==> config.mk <==
export PLATFORM = sky130hd
export DESIGN_NAME = sbgt_timer
export DESIGN_NICKNAME = d
export VERILOG_FILES = /design/src/rtl/sbgt_pkg.sv /design/src/rtl/sbgt_timer.sv /design/src/rtl/sbgt_prescaler.sv
export VERILOG_INCLUDE_DIRS = /design/src /design/src/rtl
export SDC_FILE = /design/constraint.sdc
export NUM_CORES = 1
export LEC_CHECK = 0
export ABC_AREA = 1
export ABC_CLOCK_PERIOD_IN_PS = 2500
export BUFFER_PORTS_ARGS = -buffer_cell sky130_fd_sc_hd__buf_2
export CORE_MARGIN = 5
export CORE_UTILIZATION = 40
export DETAILED_ROUTE_END_ITERATION = 8
export PLACE_DENSITY = 0.72
export SLEW_MARGIN = 20
export SYNTH_ARGS = -nofsm -noshare
export SYNTH_HDL_FRONTEND = slang
export SYNTH_HIERARCHICAL = 1
export SYNTH_SLANG_ARGS = --single-unit
==> constraint.sdc <==
create_clock -name i_mclk -period 2.5 [get_ports i_mclk]
set_clock_uncertainty 0.05 [all_clocks]
set_input_delay 0.5 -clock i_mclk [delete_from_list [all_inputs] [get_ports i_mclk]]
set_output_delay 0.5 -clock i_mclk [all_outputs]
set_load 0.02 [all_outputs]
==> src/rtl/sbgt_params.svh <==
// Constants for the sixteen-bit gated timer: offsets, field positions,
// reset values and prescaler terminal counts.
// Assumes it is included by bare name from the rtl/ folder.
`ifndef SBGT_PARAMS_SVH
`define SBGT_PARAMS_SVH

// Register byte offsets on APB
`define SBGT_AW          8
`define SBGT_OFS_CTRL    8'h00
`define SBGT_OFS_PERIOD  8'h04
`define SBGT_OFS_COUNT   8'h08
`define SBGT_OFS_STATUS  8'h0c
`define SBGT_OFS_CLEAR   8'h10
`define SBGT_OFS_ENABLE  8'h14
`define SBGT_OFS_PRIO    8'h18

// Control field positions
`define SBGT_B_RUN       15
`define SBGT_B_IDLE      13
`define SBGT_B_GATE      6
`define SBGT_B_DIV_HI    5
`define SBGT_B_DIV_LO    4
`define SBGT_B_SYNC      2
`define SBGT_B_CS        1
`define SBGT_CTRL_MASK   16'ha076

// Interrupt status layout
`define SBGT_IRQ_W       2
`define SBGT_IRQ_MATCH   0
`define SBGT_IRQ_GATE    1
`define SBGT_PRIO_W      3

// Reset values
`define SBGT_CTRL_RST    16'h0000
`define SBGT_PERIOD_RST  16'hffff
`define SBGT_COUNT_RST   16'h0000
`define SBGT_PRIO_RST    3'h0
`define SBGT_IRQ_RST     2'h0

// Prescaler terminal counts
`define SBGT_DIV1_LAST   8'h00
`define SBGT_DIV8_LAST   8'h07
`define SBGT_DIV64_LAST  8'h3f
`define SBGT_DIV256_LAST 8'hff

`endif

==> src/rtl/sbgt_pkg.sv <==
// Types shared by the sixteen-bit gated timer files.
// Assumes nothing beyond a SystemVerilog compiler.
package sbgt_pkg;

  typedef enum logic [1:0] {
    SBGT_DIV1   = 2'b00,
    SBGT_DIV8   = 2'b01,
    SBGT_DIV64  = 2'b10,
    SBGT_DIV256 = 2'b11
  } sbgt_div_t;

  typedef struct packed {
    logic      run;
    logic      idle_halt;
    logic      gate_en;
    sbgt_div_t div_sel;
    logic      sync_sel;
    logic      cs;
  } sbgt_ctrl_t;

  typedef struct packed {
    logic        psel;
    logic        penable;
    logic        pwrite;
    logic [7:0]  paddr;
    logic [31:0] pwdata;
  } sbgt_apb_req_t;

endpackage

==> src/rtl/sbgt_timer.sv <==
// Sixteen-bit gated timer with period match, APB registers and interrupt.
// Assumes an APB master on i_mclk and an asynchronous external count pin.
//
// The register addresses and the APB slave port are this design's own decisions.
`timescale 1ns/1ns
`include "sbgt_params.svh"

module sbgt_timer (
  // Clock and reset
  input  wire logic                  i_mclk,
  input  wire logic                  i_sys_rst,
  // APB slave
  input  wire sbgt_pkg::sbgt_apb_req_t i_apb,
  output logic                       o_pready,
  output logic [31:0]                o_prdata,
  output logic                       o_pslverr,
  // Power modes
  input  wire logic                  i_idle,
  input  wire logic                  i_sleep,
  // External count and gate pin
  input  wire logic                  i_external_count_pin,
  // Interrupt
  output logic                       o_irq,
  output logic [`SBGT_PRIO_W-1:0]    o_interrupt_priority_field
);
  import sbgt_pkg::*;

  sbgt_ctrl_t              ctrl_reg;
  logic [15:0]             period_reg;
  logic [15:0]             count_reg;
  logic [`SBGT_IRQ_W-1:0]  status_reg;
  logic [`SBGT_IRQ_W-1:0]  enable_reg;
  logic [`SBGT_PRIO_W-1:0] prio_reg;
  logic [31:0]             rdata_reg;
  logic                    slverr_reg;
  logic [2:0]              pin_s_reg;
  logic                    pin_lvl_reg;

  logic                    acc;
  logic                    setup;
  logic                    wr_ctrl;
  logic                    wr_period;
  logic                    wr_count;
  logic                    wr_clear;
  logic                    wr_enable;
  logic                    wr_prio;
  logic                    pin_agree;
  logic                    pin_rise;
  logic                    pin_fall;
  logic                    gate_mode;
  logic                    ext_async;
  logic                    run_en;
  logic                    src_tick;
  logic                    cnt_tick;
  logic                    at_period;
  logic                    match_evt;
  logic                    gate_evt;
  logic [`SBGT_IRQ_W-1:0]  evt;
  logic [`SBGT_IRQ_W-1:0]  clr_mask;
  logic [15:0]             ctrl_rd;
  logic [31:0]             rdata_next;
  logic                    slverr_next;
  logic [7:0]              gap_reg;
  logic [7:0]              div_last;

  // APB decode
  assign setup     = i_apb.psel && !i_apb.penable;
  assign acc       = i_apb.psel && i_apb.penable;
  assign wr_ctrl   = acc && i_apb.pwrite && (i_apb.paddr == `SBGT_OFS_CTRL);
  assign wr_period = acc && i_apb.pwrite && (i_apb.paddr == `SBGT_OFS_PERIOD);
  assign wr_count  = acc && i_apb.pwrite && (i_apb.paddr == `SBGT_OFS_COUNT);
  assign wr_clear  = acc && i_apb.pwrite && (i_apb.paddr == `SBGT_OFS_CLEAR);
  assign wr_enable = acc && i_apb.pwrite && (i_apb.paddr == `SBGT_OFS_ENABLE);
  assign wr_prio   = acc && i_apb.pwrite && (i_apb.paddr == `SBGT_OFS_PRIO);
  assign o_pready  = 1'b1;
  assign o_prdata  = rdata_reg;
  assign o_pslverr = slverr_reg && acc;

  // Control register image, unimplemented bits zero
  always_comb begin
    ctrl_rd                = 16'h0000;
    ctrl_rd[`SBGT_B_RUN]   = ctrl_reg.run;
    ctrl_rd[`SBGT_B_IDLE]  = ctrl_reg.idle_halt;
    ctrl_rd[`SBGT_B_GATE]  = ctrl_reg.gate_en;
    ctrl_rd[`SBGT_B_DIV_HI:`SBGT_B_DIV_LO] = ctrl_reg.div_sel;
    ctrl_rd[`SBGT_B_SYNC]  = ctrl_reg.sync_sel;
    ctrl_rd[`SBGT_B_CS]    = ctrl_reg.cs;
  end

  // Read mux, sampled in the setup cycle
  always_comb begin
    rdata_next  = 32'h0000_0000;
    slverr_next = 1'b0;
    case (i_apb.paddr)
      `SBGT_OFS_CTRL:   rdata_next[15:0] = ctrl_rd;
      `SBGT_OFS_PERIOD: rdata_next[15:0] = period_reg;
      `SBGT_OFS_COUNT:  rdata_next[15:0] = count_reg;
      `SBGT_OFS_STATUS: rdata_next[`SBGT_IRQ_W-1:0] = status_reg;
      `SBGT_OFS_CLEAR:  rdata_next = 32'h0000_0000;
      `SBGT_OFS_ENABLE: rdata_next[`SBGT_IRQ_W-1:0] = enable_reg;
      `SBGT_OFS_PRIO:   rdata_next[`SBGT_PRIO_W-1:0] = prio_reg;
      default:          slverr_next = 1'b1;
    endcase
  end

  always_ff @(posedge i_mclk) begin
    if (i_sys_rst) begin
      rdata_reg  <= 32'h0000_0000;
      slverr_reg <= 1'b0;
    end else if (setup) begin
      rdata_reg  <= i_apb.pwrite ? 32'h0000_0000 : rdata_next;
      slverr_reg <= slverr_next;
    end
  end

  // Control register
  always_ff @(posedge i_mclk) begin
    if (i_sys_rst) begin
      ctrl_reg <= sbgt_ctrl_t'(`SBGT_CTRL_RST);
    end else if (wr_ctrl) begin
      ctrl_reg.run       <= i_apb.pwdata[`SBGT_B_RUN];
      ctrl_reg.idle_halt <= i_apb.pwdata[`SBGT_B_IDLE];
      ctrl_reg.gate_en   <= i_apb.pwdata[`SBGT_B_GATE];
      ctrl_reg.div_sel   <= sbgt_div_t'(i_apb.pwdata[`SBGT_B_DIV_HI:`SBGT_B_DIV_LO]);
      ctrl_reg.sync_sel  <= i_apb.pwdata[`SBGT_B_SYNC];
      ctrl_reg.cs        <= i_apb.pwdata[`SBGT_B_CS];
    end
  end

  // Period, enable and priority registers
  always_ff @(posedge i_mclk) begin
    if (i_sys_rst) begin
      period_reg <= `SBGT_PERIOD_RST;
      enable_reg <= `SBGT_IRQ_RST;
      prio_reg   <= `SBGT_PRIO_RST;
    end else begin
      if (wr_period) begin
        period_reg <= i_apb.pwdata[15:0];
      end
      if (wr_enable) begin
        enable_reg <= i_apb.pwdata[`SBGT_IRQ_W-1:0];
      end
      if (wr_prio) begin
        prio_reg <= i_apb.pwdata[`SBGT_PRIO_W-1:0];
      end
    end
  end

  // Pin synchronizer: a change counts once stages two and three agree
  always_ff @(posedge i_mclk) begin
    if (i_sys_rst) begin
      pin_s_reg   <= 3'h0;
      pin_lvl_reg <= 1'b0;
    end else begin
      pin_s_reg <= {pin_s_reg[1:0], i_external_count_pin};
      if (pin_agree) begin
        pin_lvl_reg <= pin_s_reg[2];
      end
    end
  end

  assign pin_agree = (pin_s_reg[1] == pin_s_reg[2]);
  assign pin_rise  = pin_agree && pin_s_reg[2] && !pin_lvl_reg;
  assign pin_fall  = pin_agree && !pin_s_reg[2] && pin_lvl_reg;

  // Source selection and run qualification
  assign gate_mode = !ctrl_reg.cs && ctrl_reg.gate_en;
  assign ext_async = ctrl_reg.cs && !ctrl_reg.sync_sel;
  assign run_en    = ctrl_reg.run
                     && !(ctrl_reg.idle_halt && i_idle)
                     && !(i_sleep && !ext_async);

  always_comb begin
    if (ctrl_reg.cs) begin
      src_tick = pin_rise;
    end else if (gate_mode) begin
      src_tick = pin_lvl_reg;
    end else begin
      src_tick = 1'b1;
    end
  end

  sbgt_prescaler #(
    .W (8)
  ) u_presc (
    .i_mclk    (i_mclk),
    .i_sys_rst (i_sys_rst),
    .i_clear   (!ctrl_reg.run || wr_ctrl),
    .i_div_sel (ctrl_reg.div_sel),
    .i_tick    (src_tick && run_en),
    .o_tick    (cnt_tick)
  );

  // Counter
  assign at_period = (count_reg == period_reg);

  always_ff @(posedge i_mclk) begin
    if (i_sys_rst) begin
      count_reg <= `SBGT_COUNT_RST;
    end else if (wr_count) begin
      count_reg <= i_apb.pwdata[15:0];
    end else if (cnt_tick) begin
      count_reg <= at_period ? 16'h0000 : count_reg + 16'h0001;
    end
  end

  // Interrupt events, status, and set-over-clear
  assign match_evt = cnt_tick && at_period && !gate_mode;
  assign gate_evt  = gate_mode && run_en && pin_fall;

  always_comb begin
    evt                  = '0;
    evt[`SBGT_IRQ_MATCH] = match_evt;
    evt[`SBGT_IRQ_GATE]  = gate_evt;
    clr_mask             = wr_clear ? i_apb.pwdata[`SBGT_IRQ_W-1:0] : '0;
  end

  always_ff @(posedge i_mclk) begin
    if (i_sys_rst) begin
      status_reg <= `SBGT_IRQ_RST;
    end else begin
      status_reg <= (status_reg & ~clr_mask) | evt;
    end
  end

  assign o_irq                      = |(status_reg & enable_reg);
  assign o_interrupt_priority_field = prio_reg;

  // Independent ratio model: source ticks since the last prescaled tick
  always_comb begin
    case (ctrl_reg.div_sel)
      SBGT_DIV1:   div_last = `SBGT_DIV1_LAST;
      SBGT_DIV8:   div_last = `SBGT_DIV8_LAST;
      SBGT_DIV64:  div_last = `SBGT_DIV64_LAST;
      SBGT_DIV256: div_last = `SBGT_DIV256_LAST;
      default:     div_last = `SBGT_DIV1_LAST;
    endcase
  end

  always_ff @(posedge i_mclk) begin
    if (i_sys_rst || !ctrl_reg.run || wr_ctrl) begin
      gap_reg <= 8'h00;
    end else if (src_tick && run_en) begin
      gap_reg <= (gap_reg == div_last) ? 8'h00 : gap_reg + 8'h01;
    end
  end
endmodule // sbgt_timer

==> src/rtl/sbgt_prescaler.sv <==
// Input prescaler: passes one of every 1, 8, 64 or 256 source ticks.
// Assumes source ticks are one-cycle pulses on i_mclk.
`timescale 1ns/1ns
`include "sbgt_params.svh"

module sbgt_prescaler #(
  parameter int W = 8
) (
  // Clock and reset
  input  wire logic               i_mclk,
  input  wire logic               i_sys_rst,
  // Control
  input  wire logic               i_clear,
  input  wire sbgt_pkg::sbgt_div_t i_div_sel,
  // Ticks
  input  wire logic               i_tick,
  output logic                    o_tick
);
  import sbgt_pkg::*;

  logic [W-1:0] cnt_reg;
  logic [W-1:0] last;

  always_comb begin
    case (i_div_sel)
      SBGT_DIV1:   last = W'(`SBGT_DIV1_LAST);
      SBGT_DIV8:   last = W'(`SBGT_DIV8_LAST);
      SBGT_DIV64:  last = W'(`SBGT_DIV64_LAST);
      SBGT_DIV256: last = W'(`SBGT_DIV256_LAST);
      default:     last = W'(`SBGT_DIV1_LAST);
    endcase
  end

  assign o_tick = i_tick && (cnt_reg == last);

  always_ff @(posedge i_mclk) begin
    if (i_sys_rst || i_clear) begin
      cnt_reg <= '0;
    end else if (i_tick) begin
      cnt_reg <= (cnt_reg == last) ? '0 : cnt_reg + 1'b1;
    end
  end
endmodule // sbgt_prescaler

# After elaboration in Yosys (flattened, before gate mapping)
# Index checks and enable logic that the tools add are counted.
[totals]
register_bits = 91
in_bits = 48
output_inout_bits = 38
wordCells = 90
[classes]
addsub = 2
n_eq_ne = 12
muxes = 13
bitwise_logic = 4
reduce_logical = 43
[ops]
columns = ["op", "n"]
rows = [
  ["$mux W16", 4],
  ["$pmux W13 S3", 1],
  ["$pmux W8 S4", 1],
  ["$logic_and A1 B1 Y1", 26],
  ["$eq A8 B5 Y1 const B", 3],
  ["$add A16 B1 Y16 const B", 1],
  ["$eq A16 B16 Y1", 1],
  ["$eq A8 B4 Y1 const B", 2],
  ["$pmux W2 S6", 1],
  ["$logic_not A1 Y1", 10],
  ["$add A8 B1 Y8 const B", 1],
  ["$eq A8 B3 Y1 const B", 1],
  ["$eq A8 B8 Y1", 1],
  ["$logic_not A8 Y1", 1],
  ["$mux W8", 1],
  ["$reduce_or A7 Y1", 1],
  ["$and A2 B2 Y2", 2],
  ["$eq A2 B2 Y1 const B", 2],
  ["$pmux W1 S4", 1],
  ["$mux W1", 3],
  ["$eq A2 B1 Y1 const B", 1],
  ["$logic_not A2 Y1", 1],
  ["$logic_or A1 B1 Y1", 2],
  ["$mux W2", 1],
  ["5 further kinds", 5],
]

# Logic depth before layout (Yosys ltp)
# Gate-level depths: netlist of the first run.
[depth]
depth_word = 11
ltp_mapped = 16

# Modules after synthesis
# Netlist of the first run, hierarchy kept.
[modules_own_cells]
columns = ["module", "instances", "cells_each", "area_per_inst_um2", "seq_area_each_um2"]
rows = [
  ["sbgt_timer", 1, 593, 4025.1, 1341.3],
  ["sbgt_prescaler", 1, 90, 553.0, 160.2],
]

# Worst setup path before layout of the first run
# Ideal clock, no wire load.
[synth_timing]
path_type = "input to register"
from = "in i_idle"
to = "reg count_reg[10]"
setup_time_ns = 0.136
arrival_time_ns = 2.119
required_ns = 2.314
path_slack_ns = 0.195
stages = 15
path_buffers = 3
cell_sequence = "nand2_1 -> nand2_1 -> nor4_1 -> buf_6 -> nand3_1 -> nor2_1 -> nand2_1 -> inv_1 -> buf_1 -> inv_1 -> nand2_2 -> buf_4 -> o21ai_2 -> inv_2 -> a21oi_2"
[synth_between]
elab_chain_cells = 7
[synth_lines]
columns = ["item", "line_no", "rtl"]
rows = [
  ["start, declared", "sbgt_timer.sv:18", "input wire logic i_idle,"],
  ["$logic_and A1 B1 Y1", "sbgt_timer.sv:170", "&& !(ctrl_reg.idle_halt && i_idle)"],
  ["$logic_not A1 Y1", "sbgt_timer.sv:170", ""],
  ["$logic_and A1 B1 Y1", "sbgt_timer.sv:170", ""],
  ["$logic_and A1 B1 Y1", "sbgt_timer.sv:171", "&& !(i_sleep && !ext_async);"],
  ["$logic_and A1 B1 Y1", "--", ""],
  ["$logic_and A1 B1 Y1", "sbgt_prescaler.sv:34", "assign o_tick = i_tick && (cnt_reg == last);"],
  ["named net cnt_tick", "sbgt_timer.sv:54", "logic cnt_tick;"],
  ["$reduce_bool A2 Y1 (no source line)", "--", ""],
  ["end signal, assigned", "sbgt_timer.sv:199", "count_reg <= `SBGT_COUNT_RST;"],
  ["end signal, assigned", "sbgt_timer.sv:201", "count_reg <= i_apb.pwdata[15:0];"],
  ["end signal, assigned", "sbgt_timer.sv:203", "count_reg <= at_period ? 16'h0000 : count_reg + 16'h0001;"],
  ["end, declared", "sbgt_timer.sv:30", "logic [15:0] count_reg;"],
]
# The timed path passes the listed nets, and every way through them passes these cells.
# A chain may end at the register's enable or synchronous reset.

# Final worst setup path of the first run
[layout_timing]
from = "reg ctrl_reg, in the netlist ctrl_rd[1]"
to = "reg count_reg[0]"
[layout_between]
elab_chain_cells = 8
[layout_lines]
columns = ["item", "line_no", "rtl"]
rows = [
  ["start, declared", "sbgt_timer.sv:28", "sbgt_ctrl_t ctrl_reg;"],
  ["start signal, assigned", "sbgt_timer.sv:119", "ctrl_reg <= sbgt_ctrl_t'(`SBGT_CTRL_RST);"],
  ["$logic_and A1 B1 Y1", "sbgt_timer.sv:168", "assign ext_async = ctrl_reg.cs && !ctrl_reg.sync_sel;"],
  ["$logic_not A1 Y1", "sbgt_timer.sv:171", ""],
  ["$logic_and A1 B1 Y1", "sbgt_timer.sv:171", ""],
  ["$logic_not A1 Y1", "sbgt_timer.sv:171", ""],
  ["$logic_and A1 B1 Y1", "sbgt_timer.sv:171", ""],
  ["$logic_and A1 B1 Y1 *", "--", ""],
  ["$logic_and A1 B1 Y1 *", "sbgt_prescaler.sv:34", ""],
  ["named net cnt_tick", "sbgt_timer.sv:54", ""],
  ["$reduce_bool A2 Y1 (no source line) *", "--", ""],
]
# The timed path passes the listed nets; every way through them passes the cells marked *.

==> reports/qor.txt, run 1 <==
Die Footprint -> 13700 um2
Max Cap Viol -> 0
Drt pass-1 iters -> 5
Number of top-level pins -> 86
Area growth, synth to finish -> 15.0%
Core area -> 11300 um2
Sequential power share -> 42.3%
Post-synthesis cell count -> 683
Unrepaired setup endpoints after global routing -> false
Worst hold margin -> 0.325 ns
Initial antenna violation count -> 0
WL final -> 11.9 mm
Initial Utilization -> 40.4%
Nets -> 786
Static leakage -> 2.31 nW
Crit Path Category -> reg2reg
Final Max Tran Viols -> 0
HP Start -> i_external_count_pin
Max FO, Critical Path -> 10
Commonest non-fill, non-tap cell in the layout -> nand2_1
DIE HEIGHT -> 117 um
Slew HR -> 63.1%
H-tree level count -> 3
TNS Setup -> 0 ns
# diodes -> 0
Fmax -> 468 MHz
CTS Root Cell -> clkbuf_16
Clk_lat worst skew -> 0.34 ns
Iter 0 DRT Violations -> 367
Port Buffers -> 52
DRT antenna net count -> 0
Clk slew on worst S/H paths -> 0.06 ns
Number of flops mapped to enable cells by yosys -> 0
FF+latch count, synth -> 75
Worst-case clock buffer depth -> 2
Crit path largest cell delay -> 0.37 ns
Peak supply drop -> 0.311 mV
Resize count post-CTS -> 0
Hpwl dp -> 8.73 mm
Logic pwr share -> 4.5%
Share of cells above drive strength 1 -> 22.9%
Ys async rst share -> 0%
Reg2reg start -> ctrl_rd[1]
CP Data Required Time -> 2.65 ns
Final Critical Period -> 2.14 ns
Row count -> 39
Internal power -> 2.23 mW
Final setup violation count -> 0
Synth Warn # -> 6
Critical Path Start Type -> register
RePlAce Congestion -> 0.867
Synth Area per Inst -> 6.70 um2
Total vias in the final route -> 4393
Main synth FF type -> dfxtp_1
Hold Crit Class -> in2reg
P per Cell Area -> 540 nW/um2
First-pass GRT wire length -> 19.5 mm
Final hold violation count -> 0
Count of different cell masters after synthesis -> 42
Final period util -> 85.4%
Sequential fraction of the synthesis area -> 32.8%
Largest net degree at the start of global routing -> 33
Residual DRC -> 0
Vias per cell -> 4.98
Psw -> 613 uW
Routed length per placed instance -> 13.5 um
Setup Fix Bufs, Post-CTS -> 0
Most frequent cells in the layout -> nand2_1 (178), inv_1 (78), dfxtp_1 (75)
Crit path cell chain -> inv_1 > nand2_1 > nor2_1 > nor4_1 > nand3_1 > nor2_1 > nand2_1 > inv_1 > inv_1 > nand2_2 > buf_4 > o21ai_0 > inv_1 > a21oi_1
CP max stage cell -> nor4_1
Total global routing overflow -> 0
GRT Util Overall -> 17.9%
Sw Share -> 21.5%
Worst Setup SP -> ctrl_rd[1]
Die W -> 117 um
CTS hold repair buffers -> 0
Most used cell, CP -> inv_1
Clock tree from TritonCTS -> built
Arrival @ worst endpoint -> 2.28 ns
Vias in the first global route -> 3999
Least-Margin Pin Slew -> 0.551 ns
Outcome -> completed
Clock Sinks -> 75
Inserted Clock Buffers -> 9
Synth Cell Area -> 4580 um2
Nature of the critical path endpoint -> register
Clock group share of total power -> 53.2%
power by group through the flow:
stage	Sequential [mW]	Clock [mW]	Combinational (mW)
2_1_floorplan	1.23	0	0.0934
3_3_place_gp	1.23	0	0.127
3_5_place_dp	1.23	0	0.127
4_1_cts	1.20	1.53	0.128
5_1_grt	1.20	1.58	0.141
6_report	1.20	1.51	0.128
worst paths after layout:
check | cells past startpoint | slack [ns] | endpoint
setup / recovery | 14 | 0.36 | count_reg[0]
hold / removal | 3 | 0.32 | pin_s_reg[0]
setup reg to reg | 14 | 0.36 | count_reg[0]
hold reg to reg | 2 | 0.35 | pin_s_reg[1]
cell usage after synthesis, types with 2 or more instances:
| cell type | count | area share [%] |
|---|---|---|
| inv_2 | 20 | 1.6 |
| nand3_2 | 3 | 0.66 |
| o21ai_0 | 29 | 3.2 |
| buf_6 | 2 | 0.49 |
| o21ai_1 | 2 | 0.22 |
| nor3_1 | 4 | 0.44 |
| nand2_2 | 25 | 3.4 |
| nand3_1 | 28 | 3.1 |
| ha_1 | 4 | 1.1 |
| buf_2 | 5 | 0.55 |
| buf_4 | 18 | 3.0 |
| nor2_1 | 57 | 4.7 |
| o22ai_1 | 8 | 1.1 |
| o21ai_2 | 10 | 1.9 |
| o211ai_1 | 21 | 3.4 |
| buf_1 | 3 | 0.25 |
| nand4_1 | 22 | 3.0 |
| a21oi_2 | 20 | 3.8 |
| inv_1 | 78 | 6.4 |
| clkbuf_1 | 8 | 0.66 |
| dfxtp_1 | 75 | 33 |
| xor2_1 | 8 | 1.5 |
| conb_1 | 2 | 0.16 |
| nor2_2 | 7 | 0.96 |
| nand2_1 | 178 | 15 |
| a21oi_1 | 30 | 3.3 |
critical path: cells and delay by family, from the launching register on:
family	cells	cell delay (ns)
and+or+nand+nor	7	0.95
buffers and inverters	5	0.52
DFF	1	0.32
AOI/OAI and AO/OA	2	0.15
stage by stage:
stage / instance area, um2 / setup slack (ns) / instances / utilization (%) / power (mW)
after floorplan: 4630 / 0.195 / 698 / - / 1.32
after global placement: 4920 / 0.272 / 866 / 43.5 / 1.36
after detailed placement: 4920 / 0.238 / 866 / 43.5 / 1.36
after CTS: 5270 / 0.390 / 882 / 46.5 / 2.86
after global routing: 5270 / 0.0560 / 882 / 46.5 / 2.92
final: 5270 / 0.364 / 882 / 46.5 / 2.84
cell families (layout without fill, tap and decap cells):
logic type,Yosys count,after routing,synth area share [%]
buffers and inverters,136,177,13.4
muxes,1,1,0.219
other,2,17,0.164
and+or+nand+nor,334,334,33.3
adders and majority gates,4,4,1.09
AOI/OAI and AO/OA,122,122,17.3
xor gates and xnor gates,9,9,1.72
DFF,75,75,32.8
per-layer routing:
| layer | wire [um] | track usage, % |
|---|---|---|
| met2 | 5460 | 28.9 |
| met5 | 0 | 0 |
| met1 | 5660 | 24.4 |
| met3 | 569 | 2.98 |
| met4 | 180 | 5.58 |
layout make-up:
type | count | area, um2
inverter | 99 | 377
clock buffer | 11 | 243
timing repair buffer | 62 | 348
fill | 1162 | 6060
clock inverter | 5 | 100
multi-input combinational | 487 | 2520
tap | 143 | 179
sequential | 75 | 1500
(Power assumes the default switching activity.)
==> inputs of run 2 (changes only) <==
--- a/config.mk
+++ b/config.mk
@@ -8,11 +8,11 @@
 export LEC_CHECK = 0
 export ABC_AREA = 1
 export ABC_CLOCK_PERIOD_IN_PS = 2500
-export BUFFER_PORTS_ARGS = -buffer_cell sky130_fd_sc_hd__buf_2
 export CORE_MARGIN = 5
 export CORE_UTILIZATION = 40
 export DETAILED_ROUTE_END_ITERATION = 8
-export PLACE_DENSITY = 0.72
+export DONT_BUFFER_PORTS = 1
+export PLACE_DENSITY = 0.65
 export SLEW_MARGIN = 20
 export SYNTH_ARGS = -nofsm -noshare
 export SYNTH_HDL_FRONTEND = slang
==> run 2 against run 1 <==
Sequential cell count is the same; largest power group unchanged; die area is the same; power grew 0.72%; sequential power is essentially flat; register-to-register slack gained 0.02 ns; utilization shrank 2.4 points; first-iteration DRC count shrank 25%; count of clock-buffer cells in the layout shrank 1; non-clock buffer count shrank 56; wire length shrank 0.21%; worst hold slack lost 0.15 ns; via count shrank 2.4%.
==> reports/qor.txt, run 2 (synthesized netlist as in run 1, its figures left out) <==
Arrival @ worst endpoint -> 2.29 ns
Clock tree from TritonCTS -> built
Nature of the critical path endpoint -> register
Reg2Reg Capture Point -> count_reg[4]
Static leakage -> 2.06 nW
Drt pass-1 iters -> 5
Final period util -> 84.6%
Peak supply drop -> 0.313 mV
Setup Fix Bufs, Post-CTS -> 0
Core area -> 11300 um2
Worst-case clock buffer depth -> 2
Placed Area -> 4620 um2
Routed length per placed instance -> 14.4 um
Initial antenna violation count -> 0
Fmax -> 473 MHz
Critical Path Start Type -> register
Die Footprint -> 13700 um2
Final Instance Area -> 4990 um2
Endpoint, Worst Hold -> o_prdata[15]
Hold Crit Class -> in2reg
Vias per cell -> 5.20
Most frequent cells in the layout -> nand2_1 (178), inv_1 (78), dfxtp_1 (75)
Final setup violation count -> 0
Crit Path Category -> reg2reg
RePlAce Congestion -> 0.838
Outcome -> completed
Resize count post-CTS -> 0
Crit path largest cell delay -> 0.38 ns
Final Critical Period -> 2.12 ns
# diodes -> 0
CP max stage cell -> nor4_1
Commonest non-fill, non-tap cell in the layout -> nand2_1
Reg2reg start -> ctrl_rd[1]
Final hold violation count -> 0
Worst Hold Depth -> 1
Max Cap Viol -> 0
P per Cell Area -> 574 nW/um2
WL final -> 11.8 mm
Iter 0 DRT Violations -> 275
Area growth, synth to finish -> 8.96%
GRT Util Overall -> 18.0%
Total global routing overflow -> 0
Initial Utilization -> 40.4%
Port Buffers -> 0
H-tree level count -> 3
Total vias in the final route -> 4289
Clk_lat worst skew -> 0.33 ns
TNS Setup -> 0 ns
Clock Sinks -> 75
Vias in the first global route -> 3990
Share of cells above drive strength 1 -> 16.6%
Buffers & Inverters on Critical Path -> 4
CTS Root Cell -> clkbuf_16
Number of top-level pins -> 86
Crit path cell chain -> inv_1 > nand2_1 > nor2_1 > nor4_1 > nand3_1 > nor2_1 > nand2_1 > inv_1 > inv_1 > nand2_4 > o21ai_0 > inv_1 > a21oi_1
Fill count -> 1147
Hpwl dp -> 8.72 mm
Residual DRC -> 0
Largest net degree at the start of global routing -> 44
First-pass GRT wire length -> 19.5 mm
Inserted Clock Buffers -> 9
Least-Margin Pin Slew -> 0.605 ns
CP Data Required Time -> 2.67 ns
HP Start -> i_sys_rst
Multi-input gate area -> 2520 um2
Row count -> 39
Final Max Tran Viols -> 0
Max FO, Critical Path -> 16
R2R depth -> 13
FF-to-FF setup slack -> 0.38 ns
Clk slew on worst S/H paths -> 0.06 ns
Unrepaired setup endpoints after global routing -> false
CP delay by family, top -> simple AND/OR/NAND/NOR gates
Nets -> 730
Die W -> 117 um
DIE HEIGHT -> 117 um
Slew HR -> 59.6%
Reg area -> 1500 um2
DRT antenna net count -> 0
CTS hold repair buffers -> 0
Most used cell, CP -> inv_1
-- run 2: worst register-to-register path: cells and delay by family (launching register included) --
kind / cells / cell delay, ns
AOI/OAI and AO/OA: 2 / 0.21
buffers and inverters: 4 / 0.32
DFF: 1 / 0.33
and+or+nand+nor: 7 / 1.10
-- run 2: power breakdown --
group | total (mW) | leakage (nW) | switching, mW | internal, mW
Combinational | 0.0735 | 1.27 | 0.0599 | 0.0136
Sequential | 1.20 | 0.605 | 0.00271 | 1.20
Clock | 1.59 | 0.179 | 0.492 | 1.10
-- run 2: routing by layer --
metal,vias to the layer above,GRT usage [%],routed length (um)
met3,17,4.06,748
met4,0,5.66,205
met1,1990,22.9,5160
met5,-,0,0
met2,131,30.2,5730
li1,2151,-,-
-- run 2: through the flow --
| step | util [%] | power, mW | hold slack [ns] | std cells | setup slack [ns] |
|---|---|---|---|---|---|
| 2_1_floorplan | - | 1.32 | 0.338 | 698 | 0.195 |
| 3_3_place_gp | 40.8 | 1.30 | 0.352 | 810 | 0.256 |
| 3_5_place_dp | 40.8 | 1.30 | 0.352 | 810 | 0.215 |
| 4_1_cts | 44.0 | 2.88 | 0.170 | 825 | 0.244 |
| 5_1_grt | 44.1 | 2.95 | 0.160 | 825 | 0.0144 |
| 6_report | 44.1 | 2.86 | 0.177 | 825 | 0.384 |
-- run 2: worst max-delay path by stage --
stage / slack (ns) / startpoint / depth (start not counted) / end
5_1_grt: 0.01 / ctrl_rd[1] / 13 / count_reg[2]
4_1_cts: 0.24 / ctrl_rd[1] / 13 / count_reg[4]
6_report: 0.38 / ctrl_rd[1] / 13 / count_reg[4]
3_3_place_gp: 0.26 / i_idle / 12 / count_reg[2]
3_5_place_dp: 0.21 / i_idle / 12 / count_reg[4]
2_1_floorplan: 0.20 / i_idle / 15 / count_reg[10]
-- run 2: cell type report --
cell class	count	share of cell area [%]
flip-flops and latches	75	30.1
clock inverters	5	2.51
clock buffers	10	4.79
multi-input cells	487	50.6
repair buffers	6	0.903
inverters	99	7.55
well taps	143	3.59
